==> src/hw/scgu_params.svh <==
// Offsets, field positions, reset values and encodings of the clock unit.
// Assumes inclusion by bare name from the top module and the bench.
`ifndef SCGU_PARAMS_SVH
`define SCGU_PARAMS_SVH

// Register byte offsets
`define SCGU_OUTPUT_CLOCK_CONTROL_REGISTER_OFFSET 8'h00
`define SCGU_SYSTEM_CLOCK_CONFIG_REGISTER_OFFSET 8'h04
`define SCGU_LOCAL_BUS_CLOCK_CONFIG_REGISTER_OFFSET 8'h08
`define SCGU_STAT_OFFSET 8'h0C

// Reset config word low field positions
`define SCGU_SYSTEM_PLL_MULTIPLIER_FIELD_LSB 0
`define SCGU_CORE_LSB 4
`define SCGU_MEMORY_CLOCK_MODE_BIT_BIT 8
`define SCGU_LOCAL_BUS_CLOCK_MODE_BIT_BIT 9

// Built-in reset configuration option
`define SCGU_BUILTIN_RESET_CONFIG_WORD_LOW 16'h0034

// System clock config register layout
`define SCGU_SYSTEM_CLOCK_CONFIG_REGISTER_PCI_BIT 10
`define SCGU_SYSTEM_CLOCK_CONFIG_REGISTER_RESET 11'h7FF

// Unit clock codes: value is the divisor, zero means off
`define SCGU_UNIT_OFF 2'h0
`define SCGU_UNIT_THIRD 2'h3

// Local bus divide field reset value (divide by two)
`define SCGU_LOCAL_BUS_CLOCK_CONFIG_REGISTER_RESET 2'h0

// System PLL multiplier codes
`define SCGU_SYSTEM_PLL_MULTIPLIER_FIELD_X16 4'h0
`define SCGU_SYSTEM_PLL_MULTIPLIER_FIELD_RSVD 4'h1
`define SCGU_MULT_16 5'h10

// AXI responses
`define SCGU_RESP_OKAY 2'h0
`define SCGU_RESP_SLVERR 2'h2

`endif

==> src/hw/scgu_pkg.sv <==
// Types shared by the clock generation unit.
// Assumes the params header is on the include path.
package scgu_pkg;
    typedef struct packed {
        logic host_mode;
        logic host_primary_clock_input_div;
        logic [3:0] system_pll_multiplier_field;
        logic [3:0] core;
        logic memory_clock_mode_bit;
        logic local_bus_clock_mode_bit;
    } scgu_cfg_type;

    typedef enum logic [3:0] {
        SCGU_HOLD = 4'h1,
        SCGU_LATCH = 4'h2,
        SCGU_WAIT_LOCK = 4'h4,
        SCGU_RUN = 4'h8
    } scgu_state_type;
endpackage

==> src/hw/scgu_top.sv <==
// Clock generation unit: source select, halving paths, derived clock enables.
// Assumes all pins are synchronous to CLK; CLK stands for the system bus clock.
//
// The implementer's own choices: the placing of the registers and the AXI4-Lite register port.
`timescale 1ns/1ps
`include "scgu_params.svh"

// Summary of operation
// - Host mode takes the host primary clock input as source.
// - Agent mode takes the bus clock pin; board grounds host input.
// - Source is halved; reset-time select picks full or half for sync output.
// - Each bus clock output has its own full/half select bit.
// - System bus ratio is (one plus halving select) times PLL multiplier.
// - Core clock multiplier comes from the processor PLL field.
// - Multipliers load from config word pins or the built-in option.
// - Memory clock ratio is one plus mode bit; pair toggles every cycle, giving half rate.
// - Local bus clocks run at half, quarter or eighth per divide field.
// - Five unit groups default to one third; may be off, full, half, third.
// - Bus and DMA complex defaults to full rate; only other choice is off.
// - Multiplier code 0 means 16, code 1 reserved, others their value.
module scgu_top #(
    parameter int NUM_BUS_OUT = 5,
    parameter int NUM_UNITS = 5
) (
    // Clock and reset
    input wire logic CLK,
    input wire logic RST,
    // Straps and pins
    input wire logic HOST_MODE,
    input wire logic HOST_PRIMARY_CLOCK_INPUT,
    input wire logic PCI_CLK_IN,
    input wire logic INPUT_HALVING_SELECT,
    input wire logic [15:0] RESET_CONFIG_WORD_LOW,
    input wire logic USE_BUILTIN_CONFIG,
    input wire logic PLL_LOCK,
    // AXI4-Lite slave
    input wire logic [7:0] S_AXI_AWADDR,
    input wire logic S_AXI_AWVALID,
    output logic S_AXI_AWREADY,
    input wire logic [31:0] S_AXI_WDATA,
    input wire logic [3:0] S_AXI_WSTRB,
    input wire logic S_AXI_WVALID,
    output logic S_AXI_WREADY,
    output logic [1:0] S_AXI_BRESP,
    output logic S_AXI_BVALID,
    input wire logic S_AXI_BREADY,
    input wire logic [7:0] S_AXI_ARADDR,
    input wire logic S_AXI_ARVALID,
    output logic S_AXI_ARREADY,
    output logic [31:0] S_AXI_RDATA,
    output logic [1:0] S_AXI_RRESP,
    output logic S_AXI_RVALID,
    input wire logic S_AXI_RREADY,
    // Clock outputs
    output logic PCI_SYNC_OUT,
    output logic [NUM_BUS_OUT-1:0] BUS_CLOCK_OUTPUT_N,
    output logic [1:0] MEMORY_BUS_CLOCK_PAIR,
    output logic LOCAL_BUS_SYNC_OUTPUT,
    output logic [2:0] LOCAL_BUS_CLOCK_OUTPUTS,
    output logic [NUM_UNITS-1:0] UNIT_CLK_EN,
    output logic PCI_DMA_CLK_EN,
    // Ratios
    output logic [5:0] CSB_RATIO,
    output logic [3:0] CORE_MULT,
    output logic [1:0] DDR_RATIO,
    output logic [1:0] LBIU_RATIO,
    output logic SYSTEM_PLL_MULTIPLIER_FIELD_RESERVED
);
    initial begin
        if (NUM_BUS_OUT < 1 || NUM_BUS_OUT > 8 || NUM_UNITS != 5)
            $error("scgu_top: unsupported parameter values");
    end

    scgu_pkg::scgu_state_type state;
    scgu_pkg::scgu_cfg_type cfg;
    logic [15:0] word;
    logic prim;
    logic prim_d;
    logic half;
    logic gate;
    logic [NUM_BUS_OUT-1:0] output_clock_control_register;
    logic [10:0] system_clock_config_register;
    logic [1:0] local_bus_clock_config_register;
    logic [2:0] lb_cnt;
    logic lb_bit;
    logic [4:0] mult;
    logic wr_go;
    logic [31:0] rd_word;
    logic rd_ok;

    // Gating follows lock so a lost lock stops the derived clocks again
    assign gate = (state == scgu_pkg::SCGU_RUN) && PLL_LOCK;
    assign word = USE_BUILTIN_CONFIG ? `SCGU_BUILTIN_RESET_CONFIG_WORD_LOW : RESET_CONFIG_WORD_LOW;

    always_ff @(posedge CLK or posedge RST) begin
        if (RST) begin
            state <= scgu_pkg::SCGU_HOLD;
        end else begin
            case (state)
                scgu_pkg::SCGU_HOLD: state <= scgu_pkg::SCGU_LATCH;
                scgu_pkg::SCGU_LATCH: state <= scgu_pkg::SCGU_WAIT_LOCK;
                scgu_pkg::SCGU_WAIT_LOCK: if (PLL_LOCK) state <= scgu_pkg::SCGU_RUN;
                scgu_pkg::SCGU_RUN: if (!PLL_LOCK) state <= scgu_pkg::SCGU_WAIT_LOCK;
                default: state <= scgu_pkg::SCGU_HOLD;
            endcase
        end
    end

    // Straps caught on the second edge after release, never under reset itself
    always_ff @(posedge CLK or posedge RST) begin
        if (RST) begin
            cfg <= '0;
        end else if (state == scgu_pkg::SCGU_LATCH) begin
            cfg.host_mode <= HOST_MODE;
            cfg.host_primary_clock_input_div <= INPUT_HALVING_SELECT;
            cfg.system_pll_multiplier_field <= word[`SCGU_SYSTEM_PLL_MULTIPLIER_FIELD_LSB +: 4];
            cfg.core <= word[`SCGU_CORE_LSB +: 4];
            cfg.memory_clock_mode_bit <= word[`SCGU_MEMORY_CLOCK_MODE_BIT_BIT];
            cfg.local_bus_clock_mode_bit <= word[`SCGU_LOCAL_BUS_CLOCK_MODE_BIT_BIT];
        end
    end

    assign mult = (cfg.system_pll_multiplier_field == `SCGU_SYSTEM_PLL_MULTIPLIER_FIELD_X16) ? `SCGU_MULT_16 : {1'b0, cfg.system_pll_multiplier_field};

    always_ff @(posedge CLK or posedge RST) begin
        if (RST) begin
            CSB_RATIO <= '0;
            CORE_MULT <= '0;
            DDR_RATIO <= '0;
            LBIU_RATIO <= '0;
            SYSTEM_PLL_MULTIPLIER_FIELD_RESERVED <= 1'b0;
        end else begin
            CSB_RATIO <= cfg.host_primary_clock_input_div ? {mult, 1'b0} : {1'b0, mult};
            CORE_MULT <= cfg.core;
            DDR_RATIO <= cfg.memory_clock_mode_bit ? 2'h2 : 2'h1;
            LBIU_RATIO <= cfg.local_bus_clock_mode_bit ? 2'h2 : 2'h1;
            SYSTEM_PLL_MULTIPLIER_FIELD_RESERVED <= (cfg.system_pll_multiplier_field == `SCGU_SYSTEM_PLL_MULTIPLIER_FIELD_RSVD);
        end
    end

    // Primary source and its halved copy
    always_ff @(posedge CLK or posedge RST) begin
        if (RST) begin
            prim <= 1'b0;
            prim_d <= 1'b0;
            half <= 1'b0;
        end else begin
            prim <= cfg.host_mode ? HOST_PRIMARY_CLOCK_INPUT : PCI_CLK_IN;
            prim_d <= prim;
            if (prim && !prim_d)
                half <= !half;
        end
    end

    always_ff @(posedge CLK or posedge RST) begin
        if (RST) begin
            PCI_SYNC_OUT <= 1'b0;
        end else begin
            PCI_SYNC_OUT <= cfg.host_primary_clock_input_div ? half : prim;
        end
    end

    genvar gi;
    generate
        for (gi = 0; gi < NUM_BUS_OUT; gi++) begin : g_bus
            always_ff @(posedge CLK or posedge RST) begin
                if (RST)
                    BUS_CLOCK_OUTPUT_N[gi] <= 1'b0;
                else
                    BUS_CLOCK_OUTPUT_N[gi] <= output_clock_control_register[gi] ? half : prim;
            end
        end
    endgenerate

    // Memory pair: one toggle per cycle gives half the controller rate
    always_ff @(posedge CLK or posedge RST) begin
        if (RST)
            MEMORY_BUS_CLOCK_PAIR <= 2'h0;
        else if (!gate)
            MEMORY_BUS_CLOCK_PAIR <= 2'h0;
        else
            MEMORY_BUS_CLOCK_PAIR <= {MEMORY_BUS_CLOCK_PAIR[0], !MEMORY_BUS_CLOCK_PAIR[0]};
    end

    // Local bus divider; code three falls back to eight
    assign lb_bit = (local_bus_clock_config_register == 2'h0) ? lb_cnt[0] : (local_bus_clock_config_register == 2'h1) ? lb_cnt[1] : lb_cnt[2];
    always_ff @(posedge CLK or posedge RST) begin
        if (RST) begin
            lb_cnt <= '0;
            LOCAL_BUS_SYNC_OUTPUT <= 1'b0;
            LOCAL_BUS_CLOCK_OUTPUTS <= '0;
        end else begin
            lb_cnt <= gate ? lb_cnt + 3'h1 : 3'h0;
            LOCAL_BUS_SYNC_OUTPUT <= gate && lb_bit;
            LOCAL_BUS_CLOCK_OUTPUTS <= {3{gate && lb_bit}};
        end
    end

    // Unit enables: the two-bit code is the divisor, so zero stops the unit
    generate
        for (gi = 0; gi < NUM_UNITS; gi++) begin : g_unit
            logic [1:0] cnt;
            logic [1:0] code;
            assign code = system_clock_config_register[2*gi +: 2];
            always_ff @(posedge CLK or posedge RST) begin
                if (RST) begin
                    cnt <= 2'h0;
                    UNIT_CLK_EN[gi] <= 1'b0;
                end else begin
                    cnt <= (!gate || cnt >= code - 2'h1) ? 2'h0 : cnt + 2'h1;
                    UNIT_CLK_EN[gi] <= gate && code != `SCGU_UNIT_OFF && cnt == 2'h0;
                end
            end
        end
    endgenerate

    always_ff @(posedge CLK or posedge RST) begin
        if (RST)
            PCI_DMA_CLK_EN <= 1'b0;
        else
            PCI_DMA_CLK_EN <= gate && system_clock_config_register[`SCGU_SYSTEM_CLOCK_CONFIG_REGISTER_PCI_BIT];
    end

    // AXI write: address and data taken together, one write in flight
    assign wr_go = S_AXI_AWVALID && S_AXI_WVALID && !S_AXI_BVALID;
    assign S_AXI_AWREADY = wr_go;
    assign S_AXI_WREADY = wr_go;

    always_ff @(posedge CLK or posedge RST) begin
        if (RST) begin
            output_clock_control_register <= '0;
            system_clock_config_register <= `SCGU_SYSTEM_CLOCK_CONFIG_REGISTER_RESET;
            local_bus_clock_config_register <= `SCGU_LOCAL_BUS_CLOCK_CONFIG_REGISTER_RESET;
            S_AXI_BVALID <= 1'b0;
            S_AXI_BRESP <= `SCGU_RESP_OKAY;
        end else begin
            if (S_AXI_BVALID && S_AXI_BREADY)
                S_AXI_BVALID <= 1'b0;
            if (wr_go) begin
                S_AXI_BVALID <= 1'b1;
                S_AXI_BRESP <= `SCGU_RESP_OKAY;
                if (S_AXI_AWADDR == `SCGU_OUTPUT_CLOCK_CONTROL_REGISTER_OFFSET) begin
                    if (S_AXI_WSTRB[0])
                        output_clock_control_register <= S_AXI_WDATA[NUM_BUS_OUT-1:0];
                end else if (S_AXI_AWADDR == `SCGU_SYSTEM_CLOCK_CONFIG_REGISTER_OFFSET) begin
                    if (S_AXI_WSTRB[0])
                        system_clock_config_register[7:0] <= S_AXI_WDATA[7:0];
                    if (S_AXI_WSTRB[1])
                        system_clock_config_register[10:8] <= S_AXI_WDATA[10:8];
                end else if (S_AXI_AWADDR == `SCGU_LOCAL_BUS_CLOCK_CONFIG_REGISTER_OFFSET) begin
                    if (S_AXI_WSTRB[0])
                        local_bus_clock_config_register <= S_AXI_WDATA[1:0];
                end else if (S_AXI_AWADDR != `SCGU_STAT_OFFSET) begin
                    S_AXI_BRESP <= `SCGU_RESP_SLVERR;
                end
            end
        end
    end

    // AXI read
    assign S_AXI_ARREADY = !S_AXI_RVALID;
    always_comb begin
        rd_word = 32'h0;
        rd_ok = 1'b1;
        if (S_AXI_ARADDR == `SCGU_OUTPUT_CLOCK_CONTROL_REGISTER_OFFSET)
            rd_word[NUM_BUS_OUT-1:0] = output_clock_control_register;
        else if (S_AXI_ARADDR == `SCGU_SYSTEM_CLOCK_CONFIG_REGISTER_OFFSET)
            rd_word[10:0] = system_clock_config_register;
        else if (S_AXI_ARADDR == `SCGU_LOCAL_BUS_CLOCK_CONFIG_REGISTER_OFFSET)
            rd_word[1:0] = local_bus_clock_config_register;
        else if (S_AXI_ARADDR == `SCGU_STAT_OFFSET)
            rd_word[17:0] = {state, gate, SYSTEM_PLL_MULTIPLIER_FIELD_RESERVED, cfg};
        else
            rd_ok = 1'b0;
    end

    always_ff @(posedge CLK or posedge RST) begin
        if (RST) begin
            S_AXI_RVALID <= 1'b0;
            S_AXI_RDATA <= 32'h0;
            S_AXI_RRESP <= `SCGU_RESP_OKAY;
        end else if (S_AXI_ARVALID && !S_AXI_RVALID) begin
            S_AXI_RVALID <= 1'b1;
            S_AXI_RDATA <= rd_word;
            S_AXI_RRESP <= rd_ok ? `SCGU_RESP_OKAY : `SCGU_RESP_SLVERR;
        end else if (S_AXI_RREADY) begin
            S_AXI_RVALID <= 1'b0;
        end
    end
endmodule // scgu_top

==> config.mk <==
export PLATFORM = sky130hd
export DESIGN_NAME = scgu_top
export DESIGN_NICKNAME = d
export VERILOG_FILES = /design/src/hw/scgu_pkg.sv /design/src/hw/scgu_top.sv
export VERILOG_INCLUDE_DIRS = /design/src /design/src/hw
export SDC_FILE = /design/constraint.sdc
export NUM_CORES = 1
export LEC_CHECK = 0
export BUFFER_PORTS_ARGS = -buffer_cell sky130_fd_sc_hd__buf_2
export CAP_MARGIN = 20
export CORE_MARGIN = 8
export CORE_UTILIZATION = 50
export CTS_BUF_LIST = sky130_fd_sc_hd__clkbuf_8
export DETAILED_ROUTE_END_ITERATION = 6
export PLACE_DENSITY = 0.79
export RECOVER_POWER = 25
export SKIP_CTS_REPAIR_TIMING = 1
export SYNTH_ARGS = -nofsm -noshare
export SYNTH_HDL_FRONTEND = slang
export SYNTH_SLANG_ARGS = --single-unit
==> constraint.sdc <==
create_clock -name CLK -period 8.6 [get_ports CLK]
set_input_delay 2.15 -clock CLK [delete_from_list [all_inputs] [get_ports CLK]]
set_output_delay 2.15 -clock CLK [all_outputs]
set_load 0.005 [all_outputs]
* Word level (Yosys, flattened, before mapping)
Cells that the tools add are included.
W data, S select, Z words.
** Storage, ports and cells
- Flip-flop bits (word level) :: 105
- Bits of input ports :: 81
- Output and inout port bits :: 74
- Logic and storage cells :: 171
** Operators by class
- $add $sub $neg :: 11
- $lt $le $gt $ge :: 5
- Equal/unequal tests :: 14
- Muxes and demuxes :: 44
- Bitwise operators :: 2
- Reductions and logical operators :: 50
** Operators by type and width (number)
- $mux W2 :: 14
- $eq A8 B4 Y1 const B :: 3
- $logic_and A1 B1 Y1 :: 18
- $mux W18 :: 1
- $mux W1 :: 17
- $eq A8 B3 Y1 const B :: 2
- $logic_not A8 Y1 :: 2
- $mux W16 :: 1
- $pmux W4 S4 :: 1
- $reduce_bool A2 Y1 :: 7
- $mux W13 :: 1
- $logic_not A2 Y1 :: 6
- $mux W11 :: 1
- $add A2 B1 Y2 const B :: 5
- $ge A2 B2 Y1 :: 5
- $mux W10 :: 1
- $mux W5 :: 2
- $sub A2 B1 Y2 const B :: 5
- $eq A4 B1 Y1 const B :: 2
- $mux W4 :: 2
- $ne A8 B4 Y1 const B :: 1
- $reduce_and A4 Y1 :: 2
- $mux W7 :: 1
- $logic_not A1 Y1 :: 6
- other kinds (14) :: 20

* Logic depth before layout (Yosys ltp)
- Word-level depth :: 6
- Mapped depth :: 5
- Mapped depth without buffers :: 5

* Worst setup path before layout
Ideal clock, no wire load.
- Kind :: input to output
- From :: input port S_AXI_AWVALID
- To :: output port S_AXI_WREADY
- Arrival :: 2.718 ns
- Required time :: 6.450 ns
- Slack :: 3.732 ns
- Cell stages on the path :: 3
- Buffers on the path :: 2
- Path through :: and3b_1 -> clkbuf_1 -> buf_4
** Between the ends
- Cells in the longest elaborated chain, start to end :: 2
** Ends and longest elaborated chain
- start: declaration :: RTL line scgu_top.sv:38 : input wire logic S_AXI_AWVALID,
- $logic_and A1 B1 Y1 (2 in series) :: RTL line scgu_top.sv:225 : assign wr_go = S_AXI_AWVALID && S_AXI_WVALID && !S_AXI_BVALID;
- end: declaration :: RTL line scgu_top.sv:43 : output logic S_AXI_WREADY,
Every way passes these cells.

* Worst setup path after layout
- From :: input port S_AXI_AWVALID
- To :: output port S_AXI_AWREADY
** Between the ends
- Cells in the longest elaborated chain, start to end :: 2
** Ends and longest elaborated chain
- $logic_and A1 B1 Y1 (2 in series) :: RTL line scgu_top.sv:225
- end: declaration :: RTL line scgu_top.sv:39 : output logic S_AXI_AWREADY,
Every way passes these cells.

==> results.json <==
{
  "rows": 35,
  "grt_max_degree": 78,
  "syn_area_um2": 4590,
  "fin_ws_ns": 3.73,
  "clk_path_buf_depth": 2,
  "hold-path-cell-count": 0,
  "cp_common_cell": "buf_2",
  "timing.fmax_ghz": 0.205,
  "grt_pass1_wl_um": 17100,
  "n_antenna_cell": 0,
  "die_w_um": 112,
  "detail-route-antenna-nets": 0,
  "synth-edff-count": 0,
  "cts_sinks": 102,
  "htreeDepth": 3,
  "cp_num_buf_inv": 2,
  "critPathMaxStageDelay_ns": 0.32,
  "synth_area_per_cell_um2": 11.9,
  "relSlewSlack": 0.273,
  "drive_gt1_frac": 0.354,
  "netlist.area_leader.share": 0.490,
  "cts_inserted_buffers": 9,
  "grt_overflow": 0,
  "yosys.cell_count.top_type": "dfrtp_1",
  "power_density_nw_per_um2": 214,
  "io_buffers": 109,
  "async_flop_share": 1.00,
  "ios": 155,
  "die_area_um2": 12500,
  "total_power_w": 0.00113,
  "cp.required_ns": 6.45,
  "final_area_um2": 5310,
  "min_from": "cfg[3]",
  "ir_worst_vdd_v": 0.0000905,
  "drt_iter0_drc": 107,
  "die_y_um": 112,
  "drc": 0,
  "crit_type": "in2out",
  "synth_ff_type": "dfrtp_1",
  "hpwlAfterDp_um": 7690,
  "hold_end": "CORE_MULT[1]",
  "finalCriticalPeriod_ns": 4.87,
  "instances_no_fill": 602,
  "syn2layout_area_growth_pct": 15.7,
  "r2r_end": "g_unit[0].cnt[1]",
  "drt_wl_total_um": 10100,
  "worstPathArrival_ns": 2.72,
  "rsz0062_at_grt": "false",
  "r2r_cells": 3,
  "p_leak_nw": 2.71,
  "worstSetupEndpointType": "output port",
  "ys_seq_elements": 102,
  "routed_via_density": 5.18,
  "worstSkewPairLatency_ns": 0.37,
  "r2r_start": "state[3]",
  "vias": 3121,
  "synth_cell_types": 46,
  "path_clk_slew_ns": 0.09,
  "reg2reg_slack_ns": 6.73,
  "cts_tree": "yes",
  "post-place-ws_ns": 3.72,
  "critPathTopFamily": "simple AND/OR/NAND/NOR gates",
  "hp-class": "reg2reg",
  "track_usage": 0.170,
  "yosysSeqAreaShare": 0.559,
  "cap_violations": 0,
  "initial_core_util": 0.507,
  "hold_viol_final": 0,
  "finalMaxSlewViolations": 0,
  "cp_slowest_cell": "and3b_1",
  "dp_cells": 585,
  "grt_pass1_vias": 3500,
  "worst_slew_pin_slew_ns": 1.09,
  "clockRootBuffer": "clkbuf_8",
  "status": "completed",
  "layout.nets": 588,
  "cp_max_fo": 9,
  "syn_inst": 385,
  "fin_worst_skew_ns": 0.0114,
  "final-setup-viol-count": 0,
  "crit_chain": "buf_2 -> and3b_1 -> buf_2",
  "ys_top_cells_by_area": "dfrtp_1, mux2_2, dfstp_2, ha_1, buf_4",
  "firstDrtPassIters": 4,
  "globalplace.congestion": 0.810,
  "core_area_um2": 9060,
  "min_period_over_period": 0.566,
  "fillers": 773,
  "setup_tns_ns": 0,
  "cp-start-kind": "primary input",
  "antenna_found_initial": 0,
  "placed_area_um2": 5120,
  "wl_per_cell_um": 16.8,
  "synth.top_cells.by_count": "dfrtp_1, mux2_2, nand2_1",
  "ys.warnings.count": 0,
  "yosysTopAreaCell": "dfrtp_1"
}
==> cells in the final DEF (no fill, tap or decap), drive strengths merged, types with 6 or more instances in the layout <==
master | Yosys | routed
mux2 | 31 | 31
buf | 27 | 108
clkbuf | 9 | 13
conb | 1 | 16
nor3b | 8 | 8
o21ai | 20 | 20
nand2 | 27 | 27
nand4 | 7 | 7
dfrtp | 90 | 90
ha | 21 | 21
inv | 25 | 27
nor2 | 13 | 13
mux2i | 10 | 10
and3 | 11 | 11
a21oi | 6 | 6
o31ai | 7 | 7
dfstp | 12 | 12
nand2b | 15 | 15
==> stage by stage <==
stage	util	hold WS [ns]
floorplan	-	0.373
CTS	0.585	0.432
finish	0.586	0.432
detailed placement	0.565	0.400
global route	0.586	0.443
global placement	0.565	0.400
==> state kept, by name, summed over array words and instances, names as in the netlist, 2 cells and up <==
| register | flops |
|---|---|
| S_AXI_RDATA | 18 |
| cfg | 12 |
| system_clock_config_register | 11 |
| g_unit.cnt | 10 |
| CSB_RATIO | 6 |
| BUS_CLOCK_OUTPUT_N | 5 |
| UNIT_CLK_EN | 5 |
| output_clock_control_register | 5 |
| CORE_MULT | 4 |
| state | 4 |
| lb_cnt | 3 |
| DDR_RATIO | 2 |
| LBIU_RATIO | 2 |
| MEMORY_BUS_CLOCK_PAIR | 2 |
| local_bus_clock_config_register | 2 |
==> worst max-delay path by stage <==
stage | start | end | cells past startpoint | slack (ns)
final | S_AXI_AWVALID | S_AXI_AWREADY | 3 | 3.73
after global routing | S_AXI_AWVALID | S_AXI_AWREADY | 3 | 3.70
after CTS | S_AXI_AWVALID | S_AXI_AWREADY | 3 | 3.72
after detailed placement | S_AXI_AWVALID | S_AXI_AWREADY | 3 | 3.72
after global placement | S_AXI_AWVALID | S_AXI_AWREADY | 3 | 3.75
after floorplan | S_AXI_AWVALID | S_AXI_WREADY | 3 | 3.73
==> cell families (layout without fill, tap and decap cells) <==
logic type,Yosys count,count (layout),synth area share
AO/OA/AOI/OAI,44,44,0.0605
flip-flops,102,102,0.559
multiplexers,43,43,0.108
AND/OR/NAND/NOR,110,110,0.140
buffers and inverters,61,152,0.0689
other,1,16,0.000817
XOR/XNOR,3,3,0.00572
adder cells (fa/ha/maj),21,21,0.0572
==> area by class of cell <==
type | instances | area, um^2 | share of cell area
flip-flops and latches | 102 | 2570 | 0.483
inverters | 25 | 95.1 | 0.0179
repair buffers | 111 | 564 | 0.106
multi-input cells | 237 | 1760 | 0.332
well taps | 111 | 139 | 0.0261
clock inverters | 6 | 46.3 | 0.00871
clock buffers | 10 | 138 | 0.0259
==> worst register-to-register path, delay by kind of cell, from the launching register on <==
family | cells | cell delay [ns]
flops | 1 | 0.48
simple gates | 3 | 1.32
==> power by group <==
| group | switching, W | total, W | internal, W |
|---|---|---|---|
| clock network | 0.000170 | 0.000285 | 0.000115 |
| logic | 0.000103 | 0.000215 | 0.000113 |
| registers | 0.0000731 | 0.000634 | 0.000561 |
==> metal layers <==
layer	routed length, um	track usage	part of all wire
met1	4470	0.204	0.44
met5	0	0	0
met3	750	0.0639	0.074
met2	4800	0.277	0.47
met4	92	0.0510	0.0091
Power figures use the tool's default switching activity.
